--- src/clk_startup_pkg.sv ---
package clk_startup_pkg;

  ////////////////////////////////////////////////////////////////////////////
  // Register port and map
  localparam int          DATA_W        = 8;
  localparam int          ADDR_W        = 2;
  localparam logic [1:0]  ADDR_TRIM     = 2'h0;
  localparam logic [1:0]  ADDR_PRESCALE = 2'h1;
  localparam logic [1:0]  ADDR_STATUS   = 2'h2;

  // Status register field positions
  localparam int ST_CORE_RST_BIT = 0;
  localparam int ST_RC_SEL_BIT   = 1;
  localparam int ST_SUT_LSB      = 2;
  localparam int ST_DIV8_BIT     = 4;
  localparam int ST_FAULT_BIT    = 5;
  localparam int ST_PHASE_LSB    = 6;

  ////////////////////////////////////////////////////////////////////////////
  // Clock source select codes
  localparam logic [3:0] SRC_EXT     = 4'h0;
  localparam logic [3:0] SRC_RC      = 4'h2;
  localparam logic [2:0] SRC_LFX_HI  = 3'h2;  // Bits 3..1; bit 0 picks start length

  // Startup-time field codes
  localparam logic [1:0] SUT_NONE = 2'h0;
  localparam logic [1:0] SUT_FAST = 2'h1;
  localparam logic [1:0] SUT_SLOW = 2'h2;
  localparam logic [1:0] SUT_RSVD = 2'h3;

  // Prescale select values after reset
  localparam logic [3:0] PRESCALE_DIV1 = 4'h0;
  localparam logic [3:0] PRESCALE_DIV8 = 4'h3;

  ////////////////////////////////////////////////////////////////////////////
  // Source-clock counts
  localparam int          CNT_W        = 16;
  localparam logic [15:0] RESET_SRC_CK = 16'h000E;  // 14 CK
  localparam logic [15:0] WAKE_FAST_CK = 16'h0006;  // 6 CK
  localparam logic [15:0] LFX_SHORT_CK = 16'h0400;  // 1K CK
  localparam int          LFX_LONG_CK  = 32768;     // 32K CK

  // Millisecond time-outs, timed by the watchdog oscillator
  localparam longint TO_FAST_US    = 4100;   // 4.1 ms
  localparam longint TO_SLOW_US    = 65000;  // 65 ms
  localparam longint WDT_OSC_HZ    = 128000;
  localparam longint TO_FAST_TICKS = (TO_FAST_US * WDT_OSC_HZ + 999999) / 1000000;
  localparam longint TO_SLOW_TICKS = (TO_SLOW_US * WDT_OSC_HZ + 999999) / 1000000;

  ////////////////////////////////////////////////////////////////////////////
  // Fuse bundle and factory default
  typedef struct packed {
    logic [3:0] clock_source_select;
    logic [1:0] startup_time_field;
    logic       divide_by_eight_fuse;
  } fuse_type;

  localparam fuse_type FACTORY_FUSE = '{
    clock_source_select  : SRC_RC,
    startup_time_field   : SUT_SLOW,
    divide_by_eight_fuse : 1'b1
  };

  // Start-up phases
  typedef enum logic [1:0] {
    PH_RESET,
    PH_RUN,
    PH_SLEEP,
    PH_WAKE
  } phase_type;

endpackage

--- src/clk_startup_ctrl.sv ---
`timescale 1ns/1ps

module clk_startup_ctrl
  import clk_startup_pkg::*;
#(
  parameter int FAST_TO_TICKS = int'(TO_FAST_TICKS),
  parameter int SLOW_TO_TICKS = int'(TO_SLOW_TICKS),
  parameter int LFX_LONG_CNT  = LFX_LONG_CK
) (
  // Clock and reset
  input  wire logic              i_mclk,
  input  wire logic              i_rst,
  // Fuse array, static while running
  input  wire fuse_type          i_fuse,
  input  wire logic              i_fuse_blank,
  input  wire logic [7:0]        i_factory_cal,
  // Oscillator pins, asynchronous
  input  wire logic              i_src_clk,
  input  wire logic              i_wdt_osc,
  // Sleep controller
  input  wire logic              i_sleep_req,
  input  wire logic              i_wake_req,
  // Register port
  input  wire logic [ADDR_W-1:0] i_addr,
  input  wire logic [DATA_W-1:0] i_wdata,
  input  wire logic              i_wr,
  input  wire logic              i_rd,
  output logic [DATA_W-1:0]      o_rdata,
  // Clock system controls
  output logic                   o_core_rst,
  output logic                   o_clk_run,
  output logic                   o_rc_select,
  output logic [3:0]             o_clk_src_sel,
  output logic [3:0]             o_prescale_sel,
  output logic                   o_trim_range,
  output logic [6:0]             o_trim_step,
  output logic                   o_cfg_fault
);

  ////////////////////////////////////////////////////////////////////////////
  // Elaboration checks: every count must fit the counters
  if (FAST_TO_TICKS < 1 || FAST_TO_TICKS > 65535) begin : g_chk_fast
    $error("FAST_TO_TICKS out of range");
  end
  if (SLOW_TO_TICKS < 1 || SLOW_TO_TICKS > 65535) begin : g_chk_slow
    $error("SLOW_TO_TICKS out of range");
  end
  if (LFX_LONG_CNT < 1 || LFX_LONG_CNT > 65535) begin : g_chk_lfx
    $error("LFX_LONG_CNT out of range");
  end

  localparam logic [15:0] FAST_TO = 16'(FAST_TO_TICKS);
  localparam logic [15:0] SLOW_TO = 16'(SLOW_TO_TICKS);
  localparam logic [15:0] LFX_LONG = 16'(LFX_LONG_CNT);

  ////////////////////////////////////////////////////////////////////////////
  // Pin synchronisers: three stages, a level counts once stages 2 and 3 agree
  logic [1:0] sync1_r;
  logic [1:0] sync2_r;
  logic [1:0] sync3_r;
  logic [1:0] flt_r;
  logic [1:0] flt_nxt;
  logic       src_edge;
  logic       wdt_edge;

  // Filtered level follows only a stable pair
  always_comb begin
    for (int i = 0; i < 2; i++) begin
      flt_nxt[i] = (sync2_r[i] == sync3_r[i]) ? sync3_r[i] : flt_r[i];
    end
  end

  // No reset here: the stages track the pins through reset, so a pin that is
  // already high at release is not mistaken for a fresh rising edge
  always_ff @(posedge i_mclk) begin
    sync1_r <= {i_wdt_osc, i_src_clk};
    sync2_r <= sync1_r;
    sync3_r <= sync2_r;
    flt_r   <= flt_nxt;
  end

  // Rising edges of the selected source and of the watchdog oscillator
  assign src_edge = flt_nxt[0] & ~flt_r[0];
  assign wdt_edge = flt_nxt[1] & ~flt_r[1];

  ////////////////////////////////////////////////////////////////////////////
  // Configuration decode
  fuse_type fuse_r;
  fuse_type fuse_in;
  logic     is_rc;
  logic     is_ext;
  logic     is_lfx;
  logic     cfg_bad;

  // A blank fuse array reads as the shipped configuration
  assign fuse_in = i_fuse_blank ? FACTORY_FUSE : i_fuse;

  assign is_rc  = (fuse_r.clock_source_select == SRC_RC);
  assign is_ext = (fuse_r.clock_source_select == SRC_EXT);
  assign is_lfx = (fuse_r.clock_source_select[3:1] == SRC_LFX_HI);
  // Reserved startup code or a source this block does not serve
  assign cfg_bad = (fuse_r.startup_time_field == SUT_RSVD)
                 | ~(is_rc | is_ext | is_lfx);

  ////////////////////////////////////////////////////////////////////////////
  // Targets for the source-clock count and the watchdog time-out
  logic [15:0] wake_target;
  logic [15:0] to_target;

  // Wake-up length depends on the source only
  always_comb begin
    if (is_lfx) begin
      wake_target = fuse_r.clock_source_select[0] ? LFX_LONG : LFX_SHORT_CK;
    end else begin
      wake_target = WAKE_FAST_CK;
    end
  end

  // Reserved code falls back to no extra time-out rather than hanging
  always_comb begin
    case (fuse_r.startup_time_field)
      SUT_FAST: to_target = FAST_TO;
      SUT_SLOW: to_target = SLOW_TO;
      default:  to_target = 16'h0000;
    endcase
  end

  ////////////////////////////////////////////////////////////////////////////
  // Start-up sequencer
  phase_type   phase_r;
  phase_type   phase_nxt;
  logic [15:0] src_cnt_r;
  logic [15:0] src_cnt_nxt;
  logic [15:0] to_cnt_r;
  logic [15:0] to_cnt_nxt;
  logic        core_rst_r;
  logic        core_rst_nxt;
  logic        clk_run_r;
  logic        clk_run_nxt;
  logic        src_done;
  logic        to_done;

  assign src_done = (phase_r == PH_RESET) ? (src_cnt_r >= RESET_SRC_CK)
                                          : (src_cnt_r >= wake_target);
  assign to_done  = (to_cnt_r >= to_target);

  // Source clocks are counted, not used as a clock, so a stopped source just stalls
  always_comb begin
    phase_nxt    = phase_r;
    src_cnt_nxt  = src_cnt_r;
    to_cnt_nxt   = to_cnt_r;
    core_rst_nxt = core_rst_r;
    clk_run_nxt  = clk_run_r;
    case (phase_r)
      PH_RESET: begin
        if (src_edge && !src_done) begin
          src_cnt_nxt = src_cnt_r + 16'h0001;
        end
        if (wdt_edge && !to_done) begin
          to_cnt_nxt = to_cnt_r + 16'h0001;
        end
        if (src_done && to_done) begin
          phase_nxt    = PH_RUN;
          core_rst_nxt = 1'b0;
          clk_run_nxt  = 1'b1;
        end
      end
      PH_RUN: begin
        if (i_sleep_req) begin
          phase_nxt   = PH_SLEEP;
          clk_run_nxt = 1'b0;
        end
      end
      PH_SLEEP: begin
        // Supply is assumed good here, so only the start-up count applies
        if (i_wake_req) begin
          phase_nxt   = PH_WAKE;
          src_cnt_nxt = 16'h0000;
        end
      end
      PH_WAKE: begin
        if (src_done) begin
          phase_nxt   = PH_RUN;
          clk_run_nxt = 1'b1;
        end else if (src_edge) begin
          src_cnt_nxt = src_cnt_r + 16'h0001;
        end
      end
      default: begin
        phase_nxt    = PH_RESET;
        core_rst_nxt = 1'b1;
        clk_run_nxt  = 1'b0;
      end
    endcase
  end

  always_ff @(posedge i_mclk) begin
    if (i_rst) begin
      phase_r    <= PH_RESET;
      src_cnt_r  <= 16'h0000;
      to_cnt_r   <= 16'h0000;
      core_rst_r <= 1'b1;
      clk_run_r  <= 1'b0;
    end else begin
      phase_r    <= phase_nxt;
      src_cnt_r  <= src_cnt_nxt;
      to_cnt_r   <= to_cnt_nxt;
      core_rst_r <= core_rst_nxt;
      clk_run_r  <= clk_run_nxt;
    end
  end

  ////////////////////////////////////////////////////////////////////////////
  // Software registers: trim and prescale
  logic [7:0] trim_r;
  logic [7:0] trim_nxt;
  logic [3:0] presc_r;
  logic [3:0] presc_nxt;

  // Writes take effect at once; software must respect the memory-write limit
  always_comb begin
    trim_nxt  = trim_r;
    presc_nxt = presc_r;
    if (i_wr && i_addr == ADDR_TRIM) begin
      trim_nxt = i_wdata;
    end
    if (i_wr && i_addr == ADDR_PRESCALE) begin
      presc_nxt = i_wdata[3:0];
    end
  end

  // Fuses and calibration byte are caught on every reset cycle
  always_ff @(posedge i_mclk) begin
    if (i_rst) begin
      fuse_r  <= fuse_in;
      trim_r  <= i_factory_cal;
      presc_r <= fuse_in.divide_by_eight_fuse ? PRESCALE_DIV8 : PRESCALE_DIV1;
    end else begin
      fuse_r  <= fuse_r;
      trim_r  <= trim_nxt;
      presc_r <= presc_nxt;
    end
  end

  ////////////////////////////////////////////////////////////////////////////
  // Read path: data one cycle after the strobe
  logic [7:0] status;
  logic [1:0] phase_code;
  logic [7:0] rdata_nxt;

  always_comb begin
    case (phase_r)
      PH_RESET: phase_code = 2'h0;
      PH_RUN:   phase_code = 2'h1;
      PH_SLEEP: phase_code = 2'h2;
      PH_WAKE:  phase_code = 2'h3;
      default:  phase_code = 2'h0;
    endcase
  end

  // Status register gathers the block's own state
  always_comb begin
    status                    = 8'h00;
    status[ST_CORE_RST_BIT]   = core_rst_r;
    status[ST_RC_SEL_BIT]     = is_rc;
    status[ST_SUT_LSB +: 2]   = fuse_r.startup_time_field;
    status[ST_DIV8_BIT]       = fuse_r.divide_by_eight_fuse;
    status[ST_FAULT_BIT]      = cfg_bad;
    status[ST_PHASE_LSB +: 2] = phase_code;
  end

  // Unmapped address reads zero
  always_comb begin
    rdata_nxt = 8'h00;
    if (i_rd) begin
      case (i_addr)
        ADDR_TRIM:     rdata_nxt = trim_r;
        ADDR_PRESCALE: rdata_nxt = {4'h0, presc_r};
        ADDR_STATUS:   rdata_nxt = status;
        default:       rdata_nxt = 8'h00;
      endcase
    end
  end

  ////////////////////////////////////////////////////////////////////////////
  // Output registers
  always_ff @(posedge i_mclk) begin
    if (i_rst) begin
      o_rdata        <= 8'h00;
      o_core_rst     <= 1'b1;
      o_clk_run      <= 1'b0;
      o_rc_select    <= 1'b0;
      o_clk_src_sel  <= 4'h0;
      o_prescale_sel <= 4'h0;
      o_trim_range   <= 1'b0;
      o_trim_step    <= 7'h00;
      o_cfg_fault    <= 1'b0;
    end else begin
      o_rdata        <= rdata_nxt;
      o_core_rst     <= core_rst_r;
      o_clk_run      <= clk_run_r;
      o_rc_select    <= is_rc;
      o_clk_src_sel  <= fuse_r.clock_source_select;
      o_prescale_sel <= presc_r;
      o_trim_range   <= trim_r[7];
      o_trim_step    <= trim_r[6:0];
      o_cfg_fault    <= cfg_bad;
    end
  end

endmodule

--- config.mk ---
export PLATFORM = sky130hd
export DESIGN_NAME = clk_startup_ctrl
export DESIGN_NICKNAME = d
export VERILOG_FILES = /design/src/clk_startup_pkg.sv /design/src/clk_startup_ctrl.sv
export SDC_FILE = /design/constraint.sdc
export NUM_CORES = 1
export LEC_CHECK = 0
export ABC_AREA = 1
export BUFFER_PORTS_ARGS = -buffer_cell sky130_fd_sc_hd__buf_2
export CAP_MARGIN = 25
export CORE_MARGIN = 4
export CORE_UTILIZATION = 45
export CTS_BUF_LIST = sky130_fd_sc_hd__clkbuf_4
export CTS_CLUSTER_SIZE = 40
export DETAILED_ROUTE_END_ITERATION = 10
export GPL_TIMING_DRIVEN = 0
export PLACE_DENSITY = 0.72
export SETUP_SLACK_MARGIN = 0.02
export SLEW_MARGIN = 20
export SYNTH_ARGS = -nofsm -noshare
export SYNTH_HDL_FRONTEND = slang
export SYNTH_SLANG_ARGS = --single-unit
--- constraint.sdc ---
create_clock -name i_mclk -period 4.5 [get_ports i_mclk]
set_clock_uncertainty 0.05 [all_clocks]
set_input_delay 0.225 -clock i_mclk [delete_from_list [all_inputs] [get_ports i_mclk]]
set_output_delay 0.225 -clock i_mclk [all_outputs]
set_load 0.03 [all_outputs]
==> impl_metrics.tcl <==
set metrics [dict create \
    outcome "finished, final reports clean" \
    worstMarginPinSlew_ps 687.1 \
    numCtsBuffers 9 \
    ctsHoldBuffers 11 \
    drive_gt1_share_pct 19.48 \
    insertion_delay_ps 430 \
    die_y_um 107.5 \
    synth_area_leaders "dfxtp_1 32%, edfxtp_1 13%, nand2_1 8.3%" \
    cap_violations 0 \
    core_area_mm2 0.009684 \
    grt_pass1_vias 3700 \
    timing.hold.ws_ps 28.72 \
    worstSetupEndpointType "flip-flop" \
    area_growth_pct 15.91 \
    worstSetupPathType "flip-flop to flip-flop" \
    die_x_um 107.5 \
    drt_iter0_markers 241 \
    min_path_type "input pin to flip-flop" \
    hpwl_um 7543 \
    grt_pass1_wl_um 16660 \
    clock-root-buffer "clkbuf_4" \
    synth_cell_types 47 \
    postCtsSetupBuffers 0 \
    first_pass_iters 4 \
    drt-total-wl_um 9906 \
    start_util_pct 45.96 \
    syn_avg_cell_area_um2 7.905 \
    arrival_ps 2790 \
    yosysWarningCount 0 \
    syn_area_mm2 0.004451 \
    peakVddDrop_v 0.0001774 \
    ys.flop_type "dfxtp_1" \
    critPathLaunch "fuse_r[2]$_SDFFCE_PP1P_" \
    p_leak_nw 2.272 \
    max_slew_margin_pct 54.19 \
    grtUsageTotal_pct 17.98 \
    ys_async_sr_fraction_pct 0 \
    hold_viol_final 0 \
    grt_max_degree 17 \
    finalCoreUtilization_pct 53.27 \
    p_per_area_mw_per_mm2 390.5 \
    hp-start "i_wdata[4]" \
    htreeDepth 3 \
    fin_total_pwr_mw 2.015 \
    ys_ff_latch 91 \
    synth_top_cell_by_area "dfxtp_1" \
    max_freq_mhz 399.1 \
    drc 0 \
    fillers 891 \
    swShare_pct 37.85 \
    netlist_top_cells_count "98 x nand2_1, 87 x nor2_1, 72 x dfxtp_1" \
    cts_sinks 91 \
    yosysMostFrequentCell "nand2_1" \
    post-route-period-util_pct 55.68 \
    power_frac_comb_pct 33.6 \
    grt_overflow 0 \
    power.internal_mw 1.252 \
    wire_per_inst_um 12.62 \
    syn-num-nets 614 \
    dieArea_mm2 0.01155 \
    drv_slew 0 \
    syn_inst 563 \
    diodes 0 \
    power.net_switching_uw 762.5 \
    cts_buffer_depth 2 \
    synth-seq-area-share_pct 45.21 \
    port_buffers 61 \
    critical_path_required_ps 4780 \
    via_per_inst 4.819 \
    cts_tree "done" \
    cts.repair.resized 0 \
    ios 62 \
    p_clk_share_pct 19.5 \
    place_congestion 0.9011 \
    rsz0062_at_grt "false" \
    seqPwrFrac_pct 46.8 \
    clk_pin_slew_ps 150 \
    fin_tns_setup_ps 0 \
    dr_total_vias 3783 \
    r2r-start "fuse_r[2]$_SDFFCE_PP1P_" \
    fin_crit_ps 2506 \
    cp-start-kind "flip-flop" \
    setup_viol 0 \
    critical_path.max_fanout 4 \
    grt_antenna_before_repair 0 \
    ant_nets 0 \
    layout.nets 698 \
    synth_top_area_share_pct 32.39 \
    synth_edf_count 19 \
    rows 36 \
]
-- critical path, stage by stage, from the launching register on --
cell	delay [ps]
edfxtp_1	480
nor2_1	220
inv_1	120
ha_1	300
nand2_1	60
o21ai_0	240
nand2_1	80
nand2_1	70
nand2_1	70
nand3_1	120
nand3_1	170
a21oi_1	200
nand3_1	100
nand2_1	80
nor2_1	50
-- placed cells by master, fill, tap and decap left out, types with 3 or more instances in the layout --
master          n
clkinv_1        5
or2_2           8
xor2_1         12
nand4_1        20
inv_1          67
o21ai_0        12
edfxtp_1       19
dlygate4sd3_1  12
a21oi_1        33
nand2_1        98
clkbuf_4        9
nand2_2        11
dfxtp_1        72
nor3_1         15
xnor2_1         3
nand3_1        19
nor2_1         87
inv_6           3
o31ai_1         4
inv_2           4
a21oi_2        10
ha_1           17
buf_2          63
nand3b_1        3
nor3_2          3
clkbuf_1       10
-- per-stage QoR --
step                      setup WS, ps  cells  instance area (um^2)
after global placement            2079    757                  4922
after floorplan                   2310    563                  4451
after CTS                         1994    784                  5149
final                             1994    785                  5159
after detailed placement          2028    757                  4922
after global routing              1733    785                  5159
-- routing by layer --
layer  wire length, um  track usage (%)  up-vias  part of all wire (%)
li1                  -                -     1990                     -
met1              4568            23.14     1705                    46
met2              4765            30.65       80                    48
met3               475            3.599        8                   4.8
met4                96            5.140        0                  0.97
met5                 0                0        -                     0
-- final timing paths --
check / endpoint / slack, ps / cells after the start
setup / recovery: clk_run_r$_SDFFE_PP0P_ / 1990 / 14
hold / removal: trim_r[4]$_DFFE_PP_ / 30 / 3
setup reg to reg: clk_run_r$_SDFFE_PP0P_ / 1990 / 14
hold reg to reg: sync2_r[1]$_DFF_P_ / 290 / 0
-- state kept, by name, indices dropped and copies added, names as in the netlist --
register        flops
fuse_r              7
src_cnt_r          16
sync2_r             2
o_core_rst          1
sync1_r             2
core_rst_r          1
flt_r               2
phase_r             2
o_rc_select         1
o_trim_step         7
trim_r              8
to_cnt_r           16
clk_run_r           1
o_clk_run           1
o_clk_src_sel       4
presc_r             4
o_rdata             8
sync3_r             2
o_cfg_fault         1
o_trim_range        1
o_prescale_sel      4
-- cell type report --
| type | count | area [um^2] | share of cell area (%) |
|---|---|---|---|
| Timing Repair Buffer | 73 | 425.4 | 8.246 |
| Buffer | 18 | 105.1 | 2.037 |
| Inverter | 75 | 281.5 | 5.457 |
| Clock inverter | 7 | 48.80 | 0.9459 |
| Clock buffer | 9 | 67.56 | 1.310 |
| Multi-Input combinational cell | 379 | 2052 | 39.78 |
| Tap cell | 133 | 166.4 | 3.226 |
| Sequential cell | 91 | 2012 | 39.00 |
-- power by group through the flow --
stage | sequential [mW] | clock, mW | combinational (mW)
2_1_floorplan | 0.987 | 0 | 0.466
3_3_place_gp | 0.959 | 0 | 0.653
3_5_place_dp | 0.961 | 0 | 0.669
4_1_cts | 0.943 | 0.411 | 0.678
5_1_grt | 0.953 | 0.452 | 0.750
6_report | 0.943 | 0.394 | 0.677
-- cells by family after synthesis --
family          after synthesis  share of synthesized area [%]
fa+ha+maj                    18                          5.004
xor+xnor                     15                          2.952
buf+inv                      93                          8.687
simple gates                278                          28.93
flops                        91                          45.21
compound gates               68                          9.221
Power figures use the tool's default switching activity.
